**config.mk**
```make
export PLATFORM = sky130hd
export DESIGN_NAME = fpm_ctrl
export DESIGN_NICKNAME = d
export VERILOG_FILES = /design/src/fpm_pkg.sv /design/src/fpm_ctrl.sv
export VERILOG_INCLUDE_DIRS = /design/src
export SDC_FILE = /design/constraint.sdc
export NUM_CORES = 1
export LEC_CHECK = 0
export ABC_AREA = 1
export BUFFER_PORTS_ARGS = -buffer_cell sky130_fd_sc_hd__buf_2
export CAP_MARGIN = 30
export CORE_MARGIN = 4
export CORE_UTILIZATION = 50
export CTS_CLUSTER_DIAMETER = 50
export DETAILED_ROUTE_END_ITERATION = 10
export PLACE_DENSITY = 0.66
export SLEW_MARGIN = 40
export SYNTH_ARGS = -nofsm -noshare
export SYNTH_HDL_FRONTEND = slang
export SYNTH_SLANG_ARGS = --single-unit
```
**constraint.sdc**
```tcl
create_clock -name clk -period 19.3 [get_ports clk]
set_clock_uncertainty 0.05 [all_clocks]
set_input_delay 0 -clock clk [delete_from_list [all_inputs] [get_ports clk]]
set_output_delay 0 -clock clk [all_outputs]
set_load 0.02 [all_outputs]
```
**src/fpm_consts.svh**
```systemverilog
// Offsets, field codes, reset values and timing counts of the panel controller
`ifndef FPM_CONSTS_SVH
`define FPM_CONSTS_SVH
// Clock period and timebase tick, both in ns
`define FPM_CLK_NS 25
`define FPM_TICK_NS 1000000
// Times in ms, counted on the 1 ms tick
`define FPM_LAMP_MS 12'hBB8
`define FPM_ENTER_MS 18'h00BB8
`define FPM_LOOP_MS 18'h01388
`define FPM_RETURN_MS 18'h003E8
`define FPM_ABORT_MS 18'h003E8
`define FPM_BLINK_MS 9'h1F4
`define FPM_MS_PER_S 18'h003E8
`define FPM_HOLD_MAX 18'h3FFFF
// Register map and reset values
`define FPM_A_AUTORET 4'h0
`define FPM_A_LOCKHOLD 4'h1
`define FPM_A_CFG 4'h2
`define FPM_A_STATUS 4'h3
`define FPM_A_PARAM 4'h4
`define FPM_AUTORET_RST 8'h0F
`define FPM_LOCK_RST 8'h03
// Button bit sets: 0 alarm/next, 1 setup/prev, 2 shift, 3 up, 4 max/min
`define FPM_B_NEXT 5'h01
`define FPM_B_PREV 5'h02
`define FPM_B_SHIFT 5'h04
`define FPM_B_UP 5'h08
`define FPM_B_MAXMIN 5'h10
`define FPM_B_ADV 5'h03
`define FPM_B_MODBUS 5'h05
`define FPM_B_IR 5'h09
`define FPM_B_LOCK 5'h11
`define FPM_B_LOOP 5'h07
// Initial setting parameter list
`define FPM_P_TYPE 4'h0
`define FPM_P_UNIT 4'h1
`define FPM_P_DP 4'h2
`define FPM_P_TRIM_A_IN 4'h3
`define FPM_P_BAR_TYPE 4'h7
`define FPM_P_BAR_LO 4'h8
`define FPM_INIT_LAST 4'h9
`define FPM_SET_LAST 4'h5
`define FPM_SHORT_LAST 4'h2
`define FPM_TYPE_MAX 4'hD
`define FPM_BAR_MAX 4'h4
`define FPM_BAR_OFF 4'h4
`endif

```
**src/fpm_pkg.sv**
```systemverilog
// Types shared by the panel controller
package fpm_pkg;
  typedef enum logic [3:0] {
    FPM_LAMP = 4'h0, FPM_MEAS = 4'h1, FPM_INIT = 4'h2, FPM_ALARM = 4'h3,
    FPM_ADV = 4'h4, FPM_MODBUS = 4'h5, FPM_IR = 4'h6, FPM_LOCK = 4'h7,
    FPM_LOOP = 4'h8
  } fpm_mode_e;
  typedef enum logic [2:0] {
    FPM_L_BLANK = 3'h0, FPM_L_BANK = 3'h1, FPM_L_UNDER = 3'h2,
    FPM_L_OVER = 3'h3, FPM_L_SENSOR = 3'h4, FPM_L_TRIM_A = 3'h5,
    FPM_L_PARAM = 3'h6
  } fpm_label_e;
endpackage : fpm_pkg

```
**src/fpm_ctrl.sv**
```systemverilog
// Front panel mode controller of a thermocouple panel meter
// What this block does
// - Edit standby idle for auto-return time commits the value, stops blinking.
// - Setting mode idle for auto-return time falls back to measuring.
// - Max/min held 1 s in edit standby discards value, returns to measuring.
// - Decimal setting offers one place or none, default one place.
// - Decimal setting drives point of present/max/min and BCD digit count.
// - Decimal setting leaves compensation, limits, setpoints points unchanged.
// - At power-up all elements light about 3 s, then measuring mode.
// - Out of range blinks range error, sub display shows under or over.
// - Open wire input blinks burnout error; beyond-range input blinks range error only.
// - Measuring with bank switching shows bank number on sub display.
// - Setup/previous alone held 3 s enters initial setting, sensor label.
// - Alarm indicators keep the state latched before leaving measuring.
// - Shift enters blinking edit standby; up steps to next choice.
// - Next or previous in edit standby commits and moves that way.
// - Next steps forward, previous backward through a cyclic list.
// - In initial setting, trim A input follows decimal, unit precedes it.
// - Measuring acquires, evaluates alarms, and follows the power-on lamp test.
// - Measurement stops in every mode other than measuring.
// - Held 3 s from measuring enters alarm, advanced, Modbus or infrared.
// - Next, previous and shift held 5 s enter loop test output.
// - Max/min plus next held preset time enters lockout setting.
// - Next or previous held 1 s in a setting mode returns to measuring.
// - Bargraph limits are skipped when bargraph type is none.
// - Exactly one of Celsius or Fahrenheit indicators is lit.
`timescale 1ns/1ps
`include "fpm_consts.svh"

module fpm_ctrl #(
  parameter int unsigned TICK_CYCLES = `FPM_TICK_NS / `FPM_CLK_NS
) (
  input wire logic clk,
  input wire logic rst_n,
  input wire logic [4:0] btn_pin,
  input wire logic range_under,
  input wire logic range_over,
  input wire logic wire_open,
  input wire logic [3:0] bank_num,
  input wire logic [3:0] alarm_live,
  input wire logic [3:0] reg_addr,
  input wire logic [7:0] reg_wdata,
  input wire logic reg_wr,
  input wire logic reg_rd,
  output logic [7:0] reg_rdata,
  output fpm_pkg::fpm_mode_e mode,
  output logic [3:0] param_idx,
  output logic edit_blink,
  output logic lamp_all,
  output logic measure_en,
  output logic range_err_ind,
  output logic burnout_ind,
  output fpm_pkg::fpm_label_e sub_label,
  output logic [3:0] sub_bank,
  output logic [3:0] alarm_ind,
  output logic celsius_ind,
  output logic fahrenheit_ind,
  output logic dp_one_place
);
  import fpm_pkg::*;

  logic [4:0] btn_s1;
  logic [4:0] btn;
  logic [4:0] btn_q;
  logic [15:0] tick_cnt;
  logic ms_tick;
  logic [17:0] hold_ms;
  logic [17:0] idle_ms;
  logic [11:0] lamp_ms;
  logic [8:0] blink_ms;
  logic blink_phase;
  logic fired;
  logic editing;
  logic [3:0] cand;
  logic [7:0] autoret_s;
  logic [7:0] lock_s;
  logic bank_en;
  logic [3:0] pmem [0:127];
  fpm_mode_e next_mode;
  logic [3:0] next_pidx;
  logic next_edit;
  logic [3:0] next_cand;
  logic commit;
  logic fire;

  function automatic logic [3:0] last_idx(input fpm_mode_e m);
    case (m)
      FPM_INIT: last_idx = `FPM_INIT_LAST;
      FPM_ALARM, FPM_ADV: last_idx = `FPM_SET_LAST;
      FPM_MODBUS, FPM_LOCK: last_idx = `FPM_SHORT_LAST;
      default: last_idx = 4'h0;
    endcase
  endfunction : last_idx

  function automatic logic [3:0] max_val(input fpm_mode_e m,
                                         input logic [3:0] p);
    max_val = 4'hF;
    if (m == FPM_INIT) begin
      case (p)
        `FPM_P_TYPE: max_val = `FPM_TYPE_MAX;
        `FPM_P_UNIT, `FPM_P_DP: max_val = 4'h1;
        `FPM_P_BAR_TYPE: max_val = `FPM_BAR_MAX;
        default: max_val = 4'hF;
      endcase
    end
  endfunction : max_val

  function automatic logic [3:0] step_idx(input fpm_mode_e m,
                                          input logic [3:0] p,
                                          input logic fwd,
                                          input logic bar_off);
    logic [3:0] n;
    if (fwd) begin
      n = (p >= last_idx(m)) ? 4'h0 : p + 4'h1;
    end else begin
      n = (p == 4'h0) ? last_idx(m) : p - 4'h1;
    end
    if (m == FPM_INIT && bar_off && n >= `FPM_P_BAR_LO) begin
      n = fwd ? 4'h0 : `FPM_P_BAR_TYPE;
    end
    step_idx = n;
  endfunction : step_idx

  // Decoding
  wire [6:0] mem_idx = {mode[2:0], param_idx};
  wire [3:0] cur_val = pmem[mem_idx];
  wire [3:0] unit_val = pmem[{3'(FPM_INIT), `FPM_P_UNIT}];
  wire [3:0] dp_val = pmem[{3'(FPM_INIT), `FPM_P_DP}];
  wire [3:0] bar_val = pmem[{3'(FPM_INIT), `FPM_P_BAR_TYPE}];
  wire edit_bar = editing && mode == FPM_INIT
                  && param_idx == `FPM_P_BAR_TYPE;
  wire bar_off = edit_bar ? (cand == `FPM_BAR_OFF)
                          : (bar_val == `FPM_BAR_OFF);
  wire changed = btn != btn_q;
  // A new button set has been held for no time yet
  wire [17:0] hold_now = changed ? 18'h00000 : hold_ms;
  wire [4:0] press = btn & ~btn_q;
  wire press_next = press[0] && btn == `FPM_B_NEXT;
  wire press_prev = press[1] && btn == `FPM_B_PREV;
  wire press_shift = press[2] && btn == `FPM_B_SHIFT;
  wire press_up = press[3] && btn == `FPM_B_UP;
  wire [17:0] autoret_ms = 18'(autoret_s) * `FPM_MS_PER_S;
  wire [17:0] lock_ms = 18'(lock_s) * `FPM_MS_PER_S;
  wire idle_out = idle_ms >= autoret_ms;
  wire lamp_done = lamp_ms >= `FPM_LAMP_MS;
  wire in_meas = mode == FPM_MEAS;
  wire leave = next_mode != mode || next_edit != editing;

  // Pin synchroniser
  always_ff @(posedge clk or negedge rst_n) begin
    if (!rst_n) begin
      btn_s1 <= 5'h00;
      btn <= 5'h00;
      btn_q <= 5'h00;
    end else begin
      btn_s1 <= btn_pin;
      btn <= btn_s1;
      btn_q <= btn;
    end
  end

  always_ff @(posedge clk or negedge rst_n) begin
    if (!rst_n) begin
      tick_cnt <= 16'h0000;
      ms_tick <= 1'b0;
    end else begin
      ms_tick <= tick_cnt == 16'(TICK_CYCLES - 1);
      tick_cnt <= (tick_cnt == 16'(TICK_CYCLES - 1)) ? 16'h0000
                                                      : tick_cnt + 16'h0001;
    end
  end

  // hold counter restarts on any change of the held set
  always_ff @(posedge clk or negedge rst_n) begin
    if (!rst_n) begin
      hold_ms <= 18'h00000;
      fired <= 1'b0;
    end else if (changed) begin
      hold_ms <= 18'h00000;
      fired <= 1'b0;
    end else begin
      if (ms_tick && hold_ms != `FPM_HOLD_MAX) begin
        hold_ms <= hold_ms + 18'h00001;
      end
      if (fire) begin
        fired <= 1'b1;
      end
    end
  end

  // idle counter restarts on activity or state change
  always_ff @(posedge clk or negedge rst_n) begin
    if (!rst_n) begin
      idle_ms <= 18'h00000;
    end else if (changed || leave) begin
      idle_ms <= 18'h00000;
    end else if (ms_tick && idle_ms != `FPM_HOLD_MAX) begin
      idle_ms <= idle_ms + 18'h00001;
    end
  end

  // lamp test timer and blink phase
  always_ff @(posedge clk or negedge rst_n) begin
    if (!rst_n) begin
      lamp_ms <= 12'h000;
      blink_ms <= 9'h000;
      blink_phase <= 1'b0;
    end else if (ms_tick) begin
      if (mode == FPM_LAMP && !lamp_done) begin
        lamp_ms <= lamp_ms + 12'h001;
      end
      blink_ms <= (blink_ms == `FPM_BLINK_MS - 9'h001) ? 9'h000
                                                       : blink_ms + 9'h001;
      if (blink_ms == `FPM_BLINK_MS - 9'h001) begin
        blink_phase <= ~blink_phase;
      end
    end
  end

  // Mode sequencer
  always_comb begin
    next_mode = mode;
    next_pidx = param_idx;
    next_edit = editing;
    next_cand = cand;
    commit = 1'b0;
    fire = 1'b0;
    case (mode)
      FPM_LAMP: begin
        if (lamp_done) begin
          next_mode = FPM_MEAS;
        end
      end
      FPM_MEAS: begin
        if (!fired) begin
          fire = 1'b1;
          if (btn == `FPM_B_PREV && hold_now >= `FPM_ENTER_MS) begin
            next_mode = FPM_INIT;
          end else if (btn == `FPM_B_NEXT && hold_now >= `FPM_ENTER_MS) begin
            next_mode = FPM_ALARM;
          end else if (btn == `FPM_B_ADV && hold_now >= `FPM_ENTER_MS) begin
            next_mode = FPM_ADV;
          end else if (btn == `FPM_B_MODBUS
                       && hold_now >= `FPM_ENTER_MS) begin
            next_mode = FPM_MODBUS;
          end else if (btn == `FPM_B_IR && hold_now >= `FPM_ENTER_MS) begin
            next_mode = FPM_IR;
          end else if (btn == `FPM_B_LOOP && hold_now >= `FPM_LOOP_MS) begin
            next_mode = FPM_LOOP;
          end else if (btn == `FPM_B_LOCK && hold_now >= lock_ms) begin
            next_mode = FPM_LOCK;
          end else begin
            fire = 1'b0;
          end
        end
      end
      FPM_INIT, FPM_ALARM, FPM_ADV, FPM_MODBUS, FPM_IR, FPM_LOCK,
      FPM_LOOP: begin
        if (editing) begin
          if (!fired && btn == `FPM_B_MAXMIN
              && hold_now >= `FPM_ABORT_MS) begin
            next_mode = FPM_MEAS;
            next_edit = 1'b0;
            fire = 1'b1;
          end else if (idle_out) begin
            commit = 1'b1;
            next_edit = 1'b0;
          end else if (press_up) begin
            next_cand = (cand >= max_val(mode, param_idx)) ? 4'h0
                                                           : cand + 4'h1;
          end else if (press_next || press_prev) begin
            commit = 1'b1;
            next_edit = 1'b0;
            next_pidx = step_idx(mode, param_idx, press_next, bar_off);
          end
        end else if (idle_out) begin
          next_mode = FPM_MEAS;
        // long hold of next or previous returns
        end else if (!fired && (btn == `FPM_B_NEXT || btn == `FPM_B_PREV)
                     && hold_now >= `FPM_RETURN_MS) begin
          next_mode = FPM_MEAS;
          fire = 1'b1;
        end else if (press_shift) begin
          next_edit = 1'b1;
          next_cand = cur_val;
        end else if (press_next || press_prev) begin
          next_pidx = step_idx(mode, param_idx, press_next, bar_off);
        end
      end
      default: begin
        next_mode = FPM_MEAS;
      end
    endcase
    if (next_mode != mode) begin
      next_pidx = 4'h0;
      next_edit = 1'b0;
    end
  end

  always_ff @(posedge clk or negedge rst_n) begin
    if (!rst_n) begin
      mode <= FPM_LAMP;
      param_idx <= 4'h0;
      editing <= 1'b0;
      cand <= 4'h0;
    end else begin
      mode <= next_mode;
      param_idx <= next_pidx;
      editing <= next_edit;
      cand <= next_cand;
    end
  end

  // every stored value resets to choice 0, which is one place for dp
  always_ff @(posedge clk or negedge rst_n) begin
    if (!rst_n) begin
      for (int i = 0; i < 128; i++) begin
        pmem[i] <= 4'h0;
      end
    end else if (commit) begin
      pmem[mem_idx] <= cand;
    end
  end

  // Register port
  always_ff @(posedge clk or negedge rst_n) begin
    if (!rst_n) begin
      autoret_s <= `FPM_AUTORET_RST;
      lock_s <= `FPM_LOCK_RST;
      bank_en <= 1'b0;
      reg_rdata <= 8'h00;
    end else begin
      if (reg_wr && reg_addr == `FPM_A_AUTORET) begin
        autoret_s <= reg_wdata;
      end
      if (reg_wr && reg_addr == `FPM_A_LOCKHOLD) begin
        lock_s <= reg_wdata;
      end
      if (reg_wr && reg_addr == `FPM_A_CFG) begin
        bank_en <= reg_wdata[0];
      end
      case (reg_addr)
        `FPM_A_AUTORET: reg_rdata <= reg_rd ? autoret_s : 8'h00;
        `FPM_A_LOCKHOLD: reg_rdata <= reg_rd ? lock_s : 8'h00;
        `FPM_A_CFG: reg_rdata <= reg_rd ? {7'h00, bank_en} : 8'h00;
        `FPM_A_STATUS: reg_rdata <= reg_rd ? {editing, 3'h0, mode} : 8'h00;
        `FPM_A_PARAM: reg_rdata <= reg_rd ? {param_idx, cur_val} : 8'h00;
        default: reg_rdata <= 8'h00;
      endcase
    end
  end

  // Indicators
  wire fpm_label_e meas_label = range_under ? FPM_L_UNDER
                              : range_over ? FPM_L_OVER
                              : bank_en ? FPM_L_BANK : FPM_L_BLANK;
  wire fpm_label_e set_label =
    (mode == FPM_INIT && param_idx == `FPM_P_TYPE) ? FPM_L_SENSOR
    : (mode == FPM_INIT && param_idx == `FPM_P_TRIM_A_IN) ? FPM_L_TRIM_A
    : FPM_L_PARAM;

  always_ff @(posedge clk or negedge rst_n) begin
    if (!rst_n) begin
      edit_blink <= 1'b0;
      lamp_all <= 1'b1;
      measure_en <= 1'b0;
      range_err_ind <= 1'b0;
      burnout_ind <= 1'b0;
      sub_label <= FPM_L_BLANK;
      sub_bank <= 4'h0;
      alarm_ind <= 4'h0;
      celsius_ind <= 1'b1;
      fahrenheit_ind <= 1'b0;
      dp_one_place <= 1'b1;
    end else begin
      edit_blink <= editing && blink_phase;
      lamp_all <= mode == FPM_LAMP;
      measure_en <= in_meas;
      range_err_ind <= in_meas && (range_under || range_over) && blink_phase;
      burnout_ind <= in_meas && wire_open && blink_phase;
      sub_label <= in_meas ? meas_label
                 : (mode == FPM_LAMP) ? FPM_L_BLANK : set_label;
      sub_bank <= bank_num;
      alarm_ind <= in_meas ? alarm_live : alarm_ind;
      celsius_ind <= unit_val == 4'h0;
      fahrenheit_ind <= unit_val != 4'h0;
      // one point output for readings and BCD digits only
      dp_one_place <= dp_val == 4'h0;
    end
  end
endmodule : fpm_ctrl

```
==> metrics.txt <==
period utilisation layout 38.29%; Skew-Pair Late Insertion Delay 640 ps; die height 263.6 um; crit end category flip-flop; Critical Path Max Stage Delay 700 ps; Final Hold Fails 0; H-tree levels 3; sequential power share 36.3%; Crit path top cell by count a21oi_1; vias in the first global route 25896; DRT Wirelength 91.48 mm; Crit-path slowest cell nor2_2; die area 69460 um2; asr flop ratio synth 100.0%; Yosys reg bits 660; Synth Area per Inst 8.650 um2; PortBufs 66; P_leak 0.01708 uW; top cell type's share of synthesized area 49.89%; DR iter-0 viols 2637; # rows 93; layout cells sized above 1 8.288%; # diodes 0; gr ovfl total 0; slew of the pin with the lowest slew margin 889.2 ps; gr usage total 26.24%; Mapped Cells 3775; unrepaired setup endpoints after global routing false; CTS tree done; Vias 26540; Post-CTS Repair Setup Buffers 0; Pre-antenna DRT Iters 6; Worst Hold Class in2reg; Slew Limit Headroom 40.72%; Peak Freq 135.3 MHz; P_int 2706 uW; CTS clk-pin slew, worst paths 60 ps; DRC viols 0; CP Launch Type flip-flop; power share of the clock group 38.3%; Nets 4025; Post-DP HPWL 58.43 mm; register area share after synthesis 50.61%; Layout area overhead 12.90%; Design Area, Final 36870 um2; WL per Instance 19.30 um; Setup TNS 0 ps; area leader, netlist dfrtp_1; Post-CTS Hold Buffers 51; buffer depth of the longest clock path 3; Slew Limit Fails 0; critical path fanouts, max 11; CP Class reg2reg; Comb power frac 25.5%; Arr. time, crit path 7880 ps; antenna violations before repair 0; Via density 5.599; cts repair resizes 0; Main synth FF type dfrtp_1; P_sw 1206 uW; total clock sinks 660; placed instance area 33680 um2; Max VDD drop 0.08969 mV; Core Region 64580 um2; switch share 30.83%; clock root buffer clkbuf_16; Yosys cell types 57; Initial Util 50.56%; routability congestion estimate 0.8893; synth top area cells dfrtp_1 50%, nand2_1 12%, o21ai_0 7.5%; outcome complete, no violations; Num CTS Buffers 77; die width 263.6 um; first-pass GRT wire length 146.1 mm; largest net degree at the start of global routing 109; Post-synth EDFFs 0; Worst EP required 19790 ps; Antenna Nets Post-Route 0; io pins 67; Max Cap Viol 0; warnings from Yosys 0; Tmin final 7391 ps; Setup-failing EPs final 0; Mapped Nets 3978; Power Density 106.1 nW/um2; Mapped Area 32660 um2
==> worst paths after layout <==
kind	start	endpoint	slack [ps]	cells past startpoint
worst max-delay path	autoret_s[2]$_DFFE_PN1P_	pmem[253]$_DFFE_PN0P_	11910	31
worst min-delay path	alarm_live[2]	alarm_ind[2]$_DFFE_PN0P_	80	4
worst max register to register	autoret_s[2]$_DFFE_PN1P_	pmem[253]$_DFFE_PN0P_	11910	31
worst min register to register	btn_s1[4]$_DFF_PN0_	btn[4]$_DFF_PN0_	300	0
max in group asynchronous	rst_n	pmem[331]$_DFFE_PN0P_	16760	7
min in group asynchronous	rst_n	pmem[445]$_DFFE_PN0P_	310	3
==> power groups by stage <==
stage	Combinational [uW]	Clock [uW]	Sequential [uW]
global placement	971	0	1440
CTS	1010	1520	1420
floorplan	771	0	1440
finish	996	1500	1420
detailed placement	993	0	1440
global route	1180	1590	1420
==> placed cells by master (no fill, tap or decap), drive strengths merged, types with 7 or more instances in the layout <==
| cell | count |
|---|---|
| nand3 | 83 |
| inv | 348 |
| o22ai | 16 |
| xnor2 | 17 |
| o2111ai | 8 |
| clkinv | 14 |
| xor2 | 44 |
| dfrtp | 651 |
| nor2 | 289 |
| dlygate4sd3 | 52 |
| ha | 128 |
| nand4 | 62 |
| a221oi | 49 |
| fa | 43 |
| a21oi | 153 |
| o211ai | 8 |
| o21ai | 495 |
| nand2 | 1013 |
| buf | 102 |
| clkbuf | 110 |
| clkinvlp | 7 |
| nor4 | 8 |
| dfstp | 9 |
| nor3 | 47 |
| a22oi | 67 |
==> metrics by stage <==
stage          instances  setup WS [ps]  power, uW  util, %  hold WS (ps)
6_report            4740          11910       3913    57.09         81.46
5_1_grt             4740          11330       4184    57.09         82.63
4_1_cts             4738          11950       3954    57.03         2.328
3_5_place_dp        4545          11930       2437    52.15         59.37
3_3_place_gp        4543          11740       2415    52.02         58.01
2_1_floorplan       3775          13210       2209        -        -345.6
==> sequential cells by signal, summed over array words and instances, names as in the netlist, 5 cells and up <==
name       cells
btn            5
hold_ms       18
reg_rdata      8
idle_ms       18
lock_s         8
autoret_s      8
lamp_ms       12
btn_s1         5
blink_ms       9
btn_q          5
tick_cnt      16
pmem         500
==> cell families after synthesis <==
group	share of synthesized area, %
adder cells (fa/ha/maj)	7.541
AND/OR/NAND/NOR	19.44
AO/OA/AOI/OAI	14.50
multiplexers	0.03448
XOR/XNOR	1.636
buffers and inverters	6.238
flip-flops	50.61
==> per-layer routing <==
layer  global-route usage (%)  part of all wire, %  vias up
li1                         -                    -    12549
met1                    37.39                   43    12725
met2                    41.03                   45     1054
met3                    5.103                  8.2      212
met4                    8.081                  3.2        0
met5                        0                    0        -
==> final cells by class <==
type	instances	area (um2)
Multi-Input combinational cell	2586	14110
Timing Repair Buffer	154	1231
Sequential cell	660	16530
Inverter	343	1289
Fill cell	5759	27710
Tap cell	855	1070
Clock buffer	110	2221
Clock inverter	32	421.7
==> Yosys cell counts, types with 33 or more instances <==
library cell and number:
nor2_1 244, xor2_1 44, nand4_1 61, fa_1 43, clkbuf_1 156, o21ai_0 491
nor2_2 33, nor3_1 42, nand3_1 80, nand2_1 1010, dfrtp_1 651, ha_1 128
inv_1 329, a221oi_1 49, a22oi_1 67, a21oi_1 153
==> critical path: cells and delay by family, from the launching register on <==
kind | cells | cell delay, ps
compound gates | 10 | 1370
xor+xnor | 1 | 150
fa+ha+maj | 6 | 2480
buf+inv | 5 | 780
flops | 1 | 650
simple gates | 9 | 1860
(Power assumes the default switching activity.)
